<file path="src/rtl/ctrl_port_pkg.sv">
// constants for the codec serial control port
package ctrl_port_pkg;
  localparam logic [6:0] TWI_DEV_ADDR    = 7'h1A;
  localparam logic [7:0] SPI24_DEV_ADDR  = 8'h10;
  localparam logic [6:0] SPI_ENABLE_REG  = 7'h49;
  localparam int         SPI_ENABLE_BIT  = 8;
  localparam int         SPI16_BITS      = 16;
  localparam int         SPI24_HDR_BITS  = 15;
  localparam int         DATA_BITS       = 9;
  localparam int         SYNC_STAGES     = 3;
  localparam logic       WIDE_SPI_RESET  = 1'b0;
endpackage

</file>
<file path="src/rtl/pin_sync.sv">
// three-stage synchroniser with agreement filter for one pin
`timescale 1ns/1ps
`default_nettype none
module pin_sync (
  // clock and reset
  input  wire logic clock,
  input  wire logic rst_b,
  // pin in, filtered level out
  input  wire logic pin,
  input  wire logic reset_level,
  output logic      level
);
  logic [2:0] stage;

  // first stage only feeds the second
  always_ff @(posedge clock or negedge rst_b) begin
    if (!rst_b) begin
      stage <= 3'b111;
    end else begin
      stage <= {stage[1:0], pin};
    end
  end

  // a change counts once stages two and three agree
  always_ff @(posedge clock or negedge rst_b) begin
    if (!rst_b) begin
      level <= 1'b1;
    end else if (stage[1] == stage[2]) begin
      level <= stage[2];
    end
  end
endmodule // pin_sync
`default_nettype wire

</file>
<file path="src/rtl/codec_control_port.sv">
// serial control port: 16-bit spi, 24-bit spi and two-wire slave
// What this block does
// RQ1: 16-bit spi frame is 7 address bits then 9 data bits.
// RQ2: after reset, select pin high with wide enable clear means 16-bit spi.
// RQ3: 16-bit spi writes only; commit data on chip select rising.
// RQ4: host opens 24-bit frame with select low, sends fields, raises select.
// RQ5: 24-bit spi takes many 9-bit blocks at successive addresses.
// RQ6: writing one to bit 8 of register 49h enters 24-bit spi.
// RQ7: clearing that bit through 24-bit write leaves; select pin then chooses.
// RQ8: two-wire bytes go msb first; device is slave only.
// RQ9: start and stop conditions are detected.
// RQ10: stop returns two-wire logic to idle.
// RQ11: transmitter releases data after 8 bits; receiver acks in ninth.
// RQ12: two-wire address is 0011010 plus direction flag.
// RQ13: direction flag one means read, zero means write.
// RQ14: ack low on address match, line left high otherwise.
// RQ15: control byte holds address 6..0 and d8; data byte holds d7..d0.
// RQ16: write is address, control, data bytes, stop; each byte acked.
// RQ17: master reads via control write, repeated start, read address.
// RQ18: device acks headers and sends bytes while master acks.
// RQ19: read pointer advances per byte and wraps 7fh to 00h.
// RQ20: protocol chosen by select pin and wide enable bit.
// RQ21: 24-bit frame is 8-bit device address, 7-bit register, 9 data.
// RQ22: 24-bit device address is 10h; others ignored.
// RQ23: spi msb first; serial clock may pause and resume.
// RQ24: while chip select is high spi clocks are ignored, partial frames dropped.
`timescale 1ns/1ps
`default_nettype none
module codec_control_port (
  // clock and reset
  input  wire logic       clock,
  input  wire logic       rst_b,
  // pins
  input  wire logic       mode_pin,
  input  wire logic       chip_select_n,
  input  wire logic       serial_clock,
  input  wire logic       sdio_in,
  output logic            sdio_out,
  output logic            sdio_oe,
  // register file side
  output logic            reg_write,
  output logic [6:0]      reg_addr,
  output logic [8:0]      reg_wdata,
  input  wire logic [8:0] reg_rdata,
  // current protocol
  output logic            wide_spi_enable,
  output logic            twi_selected
);
  // ************************************************************
  // pin synchronisers
  // ************************************************************
  logic cs_n_s, sclk_s, sdio_s, mode_s;
  logic cs_n_d, sclk_d, sdio_d;

  pin_sync u_cs (.clock(clock), .rst_b(rst_b), .pin(chip_select_n), .reset_level(1'b1),
                 .level(cs_n_s));
  pin_sync u_sck (.clock(clock), .rst_b(rst_b), .pin(serial_clock), .reset_level(1'b1),
                  .level(sclk_s));
  pin_sync u_sda (.clock(clock), .rst_b(rst_b), .pin(sdio_in), .reset_level(1'b1),
                  .level(sdio_s));
  pin_sync u_mode (.clock(clock), .rst_b(rst_b), .pin(mode_pin), .reset_level(1'b1),
                   .level(mode_s));

  always_ff @(posedge clock or negedge rst_b) begin
    if (!rst_b) begin
      cs_n_d <= 1'b1;
      sclk_d <= 1'b1;
      sdio_d <= 1'b1;
    end else begin
      cs_n_d <= cs_n_s;
      sclk_d <= sclk_s;
      sdio_d <= sdio_s;
    end
  end

  logic sclk_rise, sclk_fall, cs_rise, start_cond, stop_cond;
  assign sclk_rise  = sclk_s & ~sclk_d;
  assign sclk_fall  = ~sclk_s & sclk_d;
  assign cs_rise    = cs_n_s & ~cs_n_d;
  assign start_cond = sclk_s & sclk_d & sdio_d & ~sdio_s;  // RQ9
  assign stop_cond  = sclk_s & sclk_d & ~sdio_d & sdio_s;  // RQ9

  // ************************************************************
  // protocol selection
  // ************************************************************
  logic spi16_mode, spi24_mode;
  assign spi24_mode   = wide_spi_enable;                // RQ20
  assign spi16_mode   = ~wide_spi_enable & mode_s;      // RQ2 RQ20
  assign twi_selected = ~wide_spi_enable & ~mode_s;     // RQ20

  // ************************************************************
  // spi shifter, shared by both spi widths
  // ************************************************************
  logic [23:0] spi_shift;
  logic [4:0]  spi_count;
  logic [6:0]  spi24_addr;
  logic        spi24_hdr_ok;
  logic        spi24_hdr_done;
  logic        spi24_write, spi16_write;

  // sampling on rising edges only, so a paused clock just waits
  always_ff @(posedge clock or negedge rst_b) begin
    if (!rst_b) begin
      spi_shift <= 24'h00_0000;
      spi_count <= 5'h00;
    end else if (cs_n_s || twi_selected) begin
      spi_shift <= 24'h00_0000;  // RQ24
      spi_count <= 5'h00;
    end else if (sclk_rise) begin
      spi_shift <= {spi_shift[22:0], sdio_s};  // RQ23
      // restart the count after the 15-bit header and after each 9-bit data block
      if (spi24_mode && !spi24_hdr_done &&
          spi_count == 5'(ctrl_port_pkg::SPI24_HDR_BITS - 1)) begin
        spi_count <= 5'h00;
      end else if (spi24_mode && spi24_hdr_done &&
                   spi_count == 5'(ctrl_port_pkg::DATA_BITS - 1)) begin
        spi_count <= 5'h00;
      end else if (spi_count != 5'h1F) begin
        spi_count <= spi_count + 5'h01;
      end
    end
  end

  // 24-bit header capture and auto-increment address
  always_ff @(posedge clock or negedge rst_b) begin
    if (!rst_b) begin
      spi24_hdr_done <= 1'b0;
      spi24_hdr_ok   <= 1'b0;
      spi24_addr     <= 7'h00;
    end else if (cs_n_s || !spi24_mode) begin
      spi24_hdr_done <= 1'b0;  // RQ24
      spi24_hdr_ok   <= 1'b0;
    end else if (sclk_rise && !spi24_hdr_done &&
                 spi_count == 5'(ctrl_port_pkg::SPI24_HDR_BITS - 1)) begin
      spi24_hdr_done <= 1'b1;  // RQ21
      spi24_hdr_ok   <= spi_shift[13:6] == ctrl_port_pkg::SPI24_DEV_ADDR;  // RQ22
      spi24_addr     <= {spi_shift[5:0], sdio_s};
    end else if (spi24_write) begin
      spi24_addr <= spi24_addr + 7'h01;  // RQ5
    end
  end

  assign spi24_write = spi24_mode && !cs_n_s && sclk_rise && spi24_hdr_done && spi24_hdr_ok &&
                       spi_count == 5'(ctrl_port_pkg::DATA_BITS - 1);  // RQ5
  assign spi16_write = spi16_mode && cs_rise &&
                       spi_count == 5'(ctrl_port_pkg::SPI16_BITS);  // RQ1 RQ3

  // ************************************************************
  // two-wire slave
  // ************************************************************
  typedef enum logic [5:0] {
    TW_IDLE = 6'b00_0001,
    TW_ADDR = 6'b00_0010,
    TW_CTRL = 6'b00_0100,
    TW_DATA = 6'b00_1000,
    TW_SEND = 6'b01_0000,
    TW_HOLD = 6'b10_0000
  } tw_state_e;

  tw_state_e   tw_state;
  logic [7:0]  tw_shift;
  logic [3:0]  tw_bit;
  logic        tw_ack_slot;
  logic        tw_drive_low;
  logic [6:0]  tw_ptr;
  logic        tw_d8;
  logic [7:0]  tw_tx;
  logic        tw_write;
  logic        master_nak;
  logic [7:0]  rx_byte;
  assign rx_byte = {tw_shift[6:0], sdio_s};  // RQ8

  always_ff @(posedge clock or negedge rst_b) begin
    if (!rst_b) begin
      tw_state    <= TW_IDLE;
      tw_shift    <= 8'h00;
      tw_bit      <= 4'h0;
      tw_ack_slot <= 1'b0;
      tw_ptr      <= 7'h00;
      tw_d8       <= 1'b0;
      master_nak  <= 1'b0;
    end else if (!twi_selected || stop_cond) begin
      tw_state    <= TW_IDLE;  // RQ10
      tw_bit      <= 4'h0;
      tw_ack_slot <= 1'b0;
    end else if (start_cond) begin
      tw_state    <= TW_ADDR;  // RQ9 RQ17
      tw_bit      <= 4'h0;
      tw_ack_slot <= 1'b0;
    end else if (sclk_rise && !tw_ack_slot && tw_state != TW_IDLE && tw_state != TW_HOLD) begin
      tw_shift <= rx_byte;
      tw_bit   <= tw_bit + 4'h1;
    end else if (sclk_rise && tw_ack_slot && tw_state == TW_SEND) begin
      master_nak <= sdio_s;  // RQ18
    end else if (sclk_fall && tw_bit == 4'h8) begin
      tw_bit      <= 4'h0;
      tw_ack_slot <= 1'b1;  // RQ11
      unique case (tw_state)
        TW_ADDR: begin
          if (tw_shift[7:1] != ctrl_port_pkg::TWI_DEV_ADDR) begin
            tw_state <= TW_HOLD;  // RQ12
          end else if (tw_shift[0]) begin
            tw_state <= TW_SEND;  // RQ13
          end else begin
            tw_state <= TW_CTRL;
          end
        end
        TW_CTRL: begin
          tw_ptr   <= tw_shift[7:1];  // RQ15
          tw_d8    <= tw_shift[0];
          tw_state <= TW_DATA;
        end
        TW_DATA: begin
          tw_ptr <= tw_ptr + 7'h01;
        end
        TW_SEND: begin
          tw_ptr <= tw_ptr + 7'h01;  // RQ19
        end
        default: begin
          tw_state <= TW_HOLD;
        end
      endcase
    end else if (sclk_fall && tw_ack_slot) begin
      tw_ack_slot <= 1'b0;
      if (tw_state == TW_SEND && master_nak) begin
        tw_state <= TW_HOLD;  // RQ18
      end
    end
  end

  assign tw_write = twi_selected && tw_state == TW_DATA && sclk_fall && tw_bit == 4'h8 &&
                    !tw_ack_slot;  // RQ16

  // transmit byte loaded at the start of every send byte
  always_ff @(posedge clock or negedge rst_b) begin
    if (!rst_b) begin
      tw_tx <= 8'hFF;
    end else if (tw_state == TW_SEND && tw_bit == 4'h0 && !tw_ack_slot && sclk_rise == 1'b0 &&
                 sclk_s == 1'b0) begin
      tw_tx <= reg_rdata[7:0];
    end else if (tw_state == TW_SEND && sclk_fall && !tw_ack_slot) begin
      tw_tx <= {tw_tx[6:0], 1'b1};  // RQ8
    end
  end

  // data line driver; releasing keeps the line high for nak
  always_ff @(posedge clock or negedge rst_b) begin
    if (!rst_b) begin
      tw_drive_low <= 1'b0;
    end else if (!twi_selected || stop_cond || start_cond) begin
      tw_drive_low <= 1'b0;
    end else if (sclk_fall && tw_bit == 4'h8 && !tw_ack_slot) begin
      tw_drive_low <= tw_state != TW_SEND &&
                      (tw_state != TW_ADDR ||
                       tw_shift[7:1] == ctrl_port_pkg::TWI_DEV_ADDR);  // RQ14 RQ16 RQ18
    end else if (sclk_fall && tw_ack_slot) begin
      tw_drive_low <= 1'b0;  // RQ11
    end else if (tw_state == TW_SEND && !tw_ack_slot && !sclk_s) begin
      tw_drive_low <= ~tw_tx[7];
    end
  end

  assign sdio_out = 1'b0;
  assign sdio_oe  = tw_drive_low;

  // ************************************************************
  // register write port and wide spi enable
  // ************************************************************
  always_ff @(posedge clock or negedge rst_b) begin
    if (!rst_b) begin
      reg_write <= 1'b0;
      reg_addr  <= 7'h00;
      reg_wdata <= 9'h000;
    end else begin
      reg_write <= spi16_write || spi24_write || tw_write;
      if (spi16_write) begin
        reg_addr  <= spi_shift[15:9];  // RQ1 RQ3
        reg_wdata <= spi_shift[8:0];
      end else if (spi24_write) begin
        reg_addr  <= spi24_addr;
        reg_wdata <= {spi_shift[7:0], sdio_s};
      end else if (tw_write) begin
        reg_addr  <= tw_ptr;
        reg_wdata <= {tw_d8, tw_shift};  // RQ15
      end else if (twi_selected) begin
        reg_addr  <= tw_ptr;  // read pointer
      end
    end
  end

  always_ff @(posedge clock or negedge rst_b) begin
    if (!rst_b) begin
      wide_spi_enable <= ctrl_port_pkg::WIDE_SPI_RESET;
    end else if (reg_write && reg_addr == ctrl_port_pkg::SPI_ENABLE_REG) begin
      wide_spi_enable <= reg_wdata[ctrl_port_pkg::SPI_ENABLE_BIT];  // RQ6 RQ7
    end
  end

  // ************************************************************
  // assertions
  // ************************************************************
  property p_spi16_commit;
    @(posedge clock) disable iff (!rst_b)
      spi16_write |=> reg_write && reg_wdata == $past(spi_shift[8:0]);
  endproperty
  a_spi16_commit: assert property (p_spi16_commit) else $error("spi16 commit lost"); // RQ3

  property p_spi24_inc;
    @(posedge clock) disable iff (!rst_b)
      spi24_write |=> spi24_addr == $past(spi24_addr) + 7'h01;
  endproperty
  a_spi24_inc: assert property (p_spi24_inc) else $error("spi24 address stuck"); // RQ5

  property p_enable_set;
    @(posedge clock) disable iff (!rst_b)
      reg_write && reg_addr == ctrl_port_pkg::SPI_ENABLE_REG
      |=> wide_spi_enable == $past(reg_wdata[8]);
  endproperty
  a_enable_set: assert property (p_enable_set) else $error("wide enable not updated"); // RQ6

  property p_cs_idle;
    @(posedge clock) disable iff (!rst_b)
      cs_n_s && cs_n_d && !twi_selected |=> !reg_write [*2];
  endproperty
  a_cs_idle: assert property (p_cs_idle) else $error("write while select high"); // RQ24

  property p_stop_idle;
    @(posedge clock) disable iff (!rst_b)
      stop_cond && twi_selected |=> tw_state == TW_IDLE && !sdio_oe;
  endproperty
  a_stop_idle: assert property (p_stop_idle) else $error("stop not honoured"); // RQ10

  property p_nak_mismatch;
    @(posedge clock) disable iff (!rst_b)
      tw_state == TW_HOLD |-> !sdio_oe;
  endproperty
  a_nak_mismatch: assert property (p_nak_mismatch) else $error("drove line unaddressed"); // RQ14

  property p_mode_sel;
    @(posedge clock) disable iff (!rst_b)
      $rose(wide_spi_enable) |-> !twi_selected && !spi16_mode;
  endproperty
  a_mode_sel: assert property (p_mode_sel) else $error("protocol select wrong"); // RQ20

  property p_ptr_wrap;
    @(posedge clock) disable iff (!rst_b)
      tw_state == TW_SEND && sclk_fall && tw_bit == 4'h8 && !tw_ack_slot && tw_ptr == 7'h7F
      |=> tw_ptr == 7'h00;
  endproperty
  a_ptr_wrap: assert property (p_ptr_wrap) else $error("pointer did not wrap"); // RQ19
endmodule // codec_control_port
`default_nettype wire

</file>
<file path="config.mk">
export PLATFORM = sky130hd
export DESIGN_NAME = codec_control_port
export DESIGN_NICKNAME = d
export VERILOG_FILES = /design/src/rtl/ctrl_port_pkg.sv /design/src/rtl/pin_sync.sv /design/src/rtl/codec_control_port.sv
export SDC_FILE = /design/constraint.sdc
export NUM_CORES = 1
export LEC_CHECK = 0
export ABC_AREA = 1
export BUFFER_PORTS_ARGS = -buffer_cell sky130_fd_sc_hd__buf_2
export CAP_MARGIN = 20
export CORE_MARGIN = 8
export CORE_UTILIZATION = 30
export CTS_BUF_LIST = sky130_fd_sc_hd__clkbuf_4
export CTS_CLUSTER_DIAMETER = 120
export DETAILED_ROUTE_END_ITERATION = 10
export GPL_TIMING_DRIVEN = 0
export SYNTH_ARGS = -nofsm -noshare
export SYNTH_HDL_FRONTEND = slang
export SYNTH_HIERARCHICAL = 1
export SYNTH_SLANG_ARGS = --single-unit
export TNS_END_PERCENT = 5
</file>
<file path="constraint.sdc">
create_clock -name clock -period 2.3 [get_ports clock]
set_input_delay 0.115 -clock clock [delete_from_list [all_inputs] [get_ports clock]]
set_output_delay 0.115 -clock clock [all_outputs]
set_load 0.05 [all_outputs]
</file>
### Word level (Yosys, flattened, before mapping)

Cells that the tools add are included.

| storage, ports and cells | value |
|---|---|
| register bits after elaboration | 104 |
| output and inout port bits | 21 |
| logic and storage cells | 202 |

| cells by class | value |
|---|---|
| add/subtract/negate cells | 4 |
| equality and inequality tests | 25 |
| multiplexer cells | 48 |
| bitwise gates (word level) | 24 |
| reduce and logical (&&, ||, !) cells | 72 |

Operators with widths:

| cell | count |
|---|---|
| $mux 6 | 8 |
| $mux 7 | 6 |
| $logic_and 1x1->1 | 36 |
| $mux 16 | 2 |
| $mux 5 | 6 |
| $mux 9 | 3 |
| $reduce_bool 4->1 | 6 |
| $mux 4 | 5 |
| $pmux 6 s3 | 1 |
| $mux 8 | 2 |
| $add 7x1->7 const B | 2 |
| $mux 1 | 14 |
| $not 1->1 | 14 |
| $pmux 7 s2 | 1 |
| $reduce_and 6->1 | 2 |
| $and 1x1->1 | 10 |
| $eq 5x4->1 const B | 2 |
| $reduce_bool 2->1 | 5 |
| $eq 8x5->1 const B | 1 |
| $eq 7x5->1 const B | 1 |
| $eq 7x7->1 const B | 1 |
| $logic_or 1x1->1 | 7 |
| $ne 7x5->1 const B | 1 |
| $eq 6x2->1 const B | 1 |
| other kinds (24) | 36 |

### Longest topological paths before layout

| depth | value |
|---|---|
| depth in word-level cells | 9 |
| gate-level depth with buffers | 11 |
| depth with buffers taken out | 10 |

### By module

The synthesis kept the hierarchy.

Modules (own cells, without submodules):

| module | times used | cells each | area an instance (um2) | seq. area each (um2) |
|---|---|---|---|---|
| codec_control_port | 1 | 661 | 4,901.0 | 2,217.1 |
| pin_sync | 4 | 8 | 121.4 | 105.1 |

### Worst setup path after synthesis

OpenSTA, ideal clock, no wires.

| timing | value |
|---|---|
| path type | register -> register |
| start | register wide_spi_enable |
| end | register tw_ptr[4] |
| setup time | 0.071 ns |
| arrival time | 1.797 ns |
| setup slack | 0.431 ns |
| stages on the path, launching flop included | 8 |
| path buffers | 0 |
| period minus slack after synthesis | 1.869 ns |
| path through | dfrtp_1 > nor2_4 > nand2_1 > nor2_2 > nand2_1 > nand2_2 > nor2_1 > nor2_1 |

| on the way | value |
|---|---|
| longest elaborated chain between the ends | 6 |

RTL lines:

| element | RTL line | RTL |
|---|---|---|
| from (decl) | codec_control_port.sv:46 | `output logic wide_spi_enable,` |
| from (signal assigned) | codec_control_port.sv:293 | `wide_spi_enable <= ctrl_port_pkg::WIDE_SPI_RESET;` |
| from (signal assigned) | codec_control_port.sv:295 | `wide_spi_enable <= reg_wdata[ctrl_port_pkg::SPI_ENABLE_BIT];` |
| $not 1->1 | codec_control_port.sv:89 | `assign twi_selected = ~wide_spi_enable & ~mode_s;` |
| $and 1x1->1 | codec_control_port.sv:89 |  |
| net twi_selected | codec_control_port.sv:47 | `output logic twi_selected` |
| $logic_not 1->1 | codec_control_port.sv:182 | `end else if (!twi_selected \|\| stop_cond) begin` |
| $logic_or 1x1->1 | codec_control_port.sv:182 |  |
| $not 1->1 (no source line) | - |  |
| $reduce_and 6->1 (no source line) | - |  |
| to (signal assigned) | codec_control_port.sv:209 | `tw_ptr <= tw_shift[7:1];` |
| to (signal assigned) | codec_control_port.sv:214 | `tw_ptr <= tw_ptr + 7'h01;` |
| to (signal assigned) | codec_control_port.sv:217 | `tw_ptr <= tw_ptr + 7'h01;` |
| to (decl) | codec_control_port.sv:165 | `logic [6:0] tw_ptr;` |

The timed path passes the listed nets, and every way through them passes these cells.
A chain may end at the register's enable or synchronous reset.

### Worst setup path after layout

| timing | value |
|---|---|
| start | register spi_count[0] |
| end | register reg_wdata[6] |

| on the way | value |
|---|---|
| longest elaborated chain between the ends | 4 |

RTL lines:

| element | RTL line | RTL |
|---|---|---|
| from (decl) | codec_control_port.sv:95 | `logic [4:0] spi_count;` |
| from (signal assigned) | codec_control_port.sv:119 | `spi_count <= spi_count + 5'h01;` |
| $eq 5x4->1 | codec_control_port.sv:144 | `spi_count == 5'(ctrl_port_pkg::DATA_BITS - 1);` |
| $logic_and 1x1->1 | codec_control_port.sv:143 | `assign spi24_write = spi24_mode && !cs_n_s && sclk_rise && spi24_hdr_done && spi24_hdr_ok &&` |
| $mux 9 | codec_control_port.sv:279 | `end else if (spi24_write) begin` |
| $mux 9 | codec_control_port.sv:276 | `if (spi16_write) begin` |
| to (signal assigned) | codec_control_port.sv:278 | `reg_wdata <= spi_shift[8:0];` |
| to (signal assigned) | codec_control_port.sv:281 | `reg_wdata <= {spi_shift[7:0], sdio_s};` |
| to (signal assigned) | codec_control_port.sv:284 | `reg_wdata <= {tw_d8, tw_shift};` |
| to (decl) | codec_control_port.sv:43 | `output logic [8:0] reg_wdata,` |

Several ways; a longest one is shown, not always the timed one.

==> flow_summary.yaml <==
critical_path:
  reg2reg_to: "reg_wdata[6]"
  start_kind: "flop"
  r2r-start: "spi_count[0]"
  r2r_slack_ns: 0.34
  worstPathRequired_ns: 2.73
  crit_fanout: 10
  cp-end-kind: "flop"
  worstPathArrival_ns: 2.39
  reg2reg_depth: 9
  path_class: "flop to flop"
run:
  drv_cap: 0
timing:
  period_share: 0.852
  post-route-min-period_ns: 1.96
  slew_violations: 0
  setup-violations-final: 0
  finalHoldViolations: 0
  max_freq_ghz: 0.510
  hold_slack_ns: 0.188
  rsz0062_at_grt: "no"
  tightest_slew_ns: 0.675
  skew_ns: 0.0211
  maxSlewHeadroom: 0.550
global_route:
  antenna_found_initial: 1
  grt_pass1_wl_um: 21700
  overflow: 0
  grt_max_degree: 54
  grt_pass1_vias: 4491
  grt_usage: 0.120
final_layout:
  fill_cells: 1900
  ff_latch_area_mm2: 0.00264
  final_nets: 773
  multi_input_area_mm2: 0.00232
  drive_above_1_share: 0.166
  area_delta_synth_final_pct: 14.6
synth:
  syn-num-nets: 715
  avgSynthCellArea_um2: 7.78
  yosys_warnings: 6
  synthCells: 692
  syn_area_mm2: 0.00538
cts:
  cts_resized: 0
  cts_sinks: 104
  postCtsSetupBuffers: 0
  cts_buffers: 9
  htree_levels: 3
  ctsHoldBuffers: 13
  clock_latency_ns: 0.49
  clk_pin_slew_ns: 0.16
  cts_tree: "yes"
  cts_buffer_depth: 2
  clock-root-buffer: "clkbuf_4"
route:
  num_vias: 4566
  drtIter0Drc: 326
  drt-pass1-iter-count: 5
  ant_nets: 0
  vias_per_cell: 4.63
  routed_wl_um: 12600
  wl_per_cell_um: 12.8
  drc: 0
floorplanning:
  rows: 49
  die-area_mm2: 0.0225
  core_mm2: 0.0178
  start_util: 0.303
  die_x_um: 150
  die_h_um: 150
  ios: 36
status:
  status: "finished, final reports clean"
worst_hold_path:
  holdCritPathClass: "primary input to asynchronous set/reset pin"
power:
  p_per_area_mw_per_mm2: 588
  finalPower_mw: 3.63
  leakage_nw: 3.07
  ir_worst_vdd_mv: 0.223
place:
  place.gp.congestion: 0.857
  dp_hpwl_um: 9320
  port_buffers: 33
## placed cells by master (no fill, tap or decap), types with 2 or more instances in the layout
cell type and count:
nor2_2 5, buf_6 2, inv_2 7, bufinv_16 2
nor2_1 57, buf_4 4, buf_2 41, inv_1 76
a21oi_1 8, clkbuf_1 2, buf_1 2, diode_2 2
nand2_2 6, nand3_1 103, dlygate4sd3_1 13, nor3_1 3
dfrtp_1 76, dfstp_2 28, xor2_1 6, ha_1 8
o21ai_1 12, nor2_4 4, inv_6 2, nand2_1 207
o21ai_0 37, clkbuf_4 9, nand3_2 2, nand4_1 14
## worst max path at each step
stage / from / endpoint / slack, ns / cells past startpoint
2_1_floorplan: wide_spi_enable / tw_ptr[4] / 0.43 / 7
3_3_place_gp: rst_b / reg_addr[3] / -0.09 / 1
3_5_place_dp: spi_count[0] / reg_addr[4] / 0.35 / 9
4_1_cts: spi_count[0] / reg_wdata[6] / 0.32 / 9
5_1_grt: spi_count[0] / reg_addr[3] / 0.16 / 9
6_report: spi_count[0] / reg_wdata[6] / 0.34 / 9
## stage by stage
stage          setup slack (ns)  setup TNS [ns]  cells   util  cell area, um^2
2_1_floorplan             0.431               0    692      -             5380
3_3_place_gp            -0.0940           -6.45    954  0.328             5830
3_5_place_dp              0.354               0    955  0.330             5860
4_1_cts                   0.322               0    984  0.347             6160
5_1_grt                   0.164               0    986  0.347             6170
6_report                  0.339               0    986  0.347             6170
## power by group
group,switching [mW],internal (mW)
clock,0.670,0.454
combinational,0.290,0.161
sequential,0.113,1.94
## sequential cells by signal (all words and copies together), names as in the netlist, 3 cells and up
name and cells:
reg_addr 7, spi_shift 16, spi_count 5, tw_state 6
u_mode/stage 3, u_sda/stage 3, u_cs/stage 3, tw_shift 8
tw_bit 4, reg_wdata 9, tw_ptr 7, spi24_addr 7
u_sck/stage 3, tw_tx 8
## area by class of cell
cell class | count | area share
timing repair buffer | 47 | 0.0527
clock inverter | 7 | 0.0164
clock buffer | 9 | 0.0110
inverter | 84 | 0.0515
antenna | 2 | 0.000811
multi-input combinational | 486 | 0.376
tap | 229 | 0.0465
sequential | 104 | 0.428
buffer | 18 | 0.0170
## critical path: stages, from the launching register on
cell,delay [ns]
dfrtp_1,0.46
inv_1,0.10
ha_1,0.17
nand4_1,0.15
nor2_4,0.34
inv_1,0.21
buf_4,0.22
nand3_1,0.08
nand3_1,0.09
nand2_1,0.08
## per-layer routing
layer  track usage  vias up  share of wire
met5             0        -              0
met4        0.0660        0          0.034
met3        0.0206       24          0.025
met2         0.198       70           0.48
met1         0.147     2140           0.46
li1              -     2332              -
No activity file was read; power rests on OpenSTA's default activity.
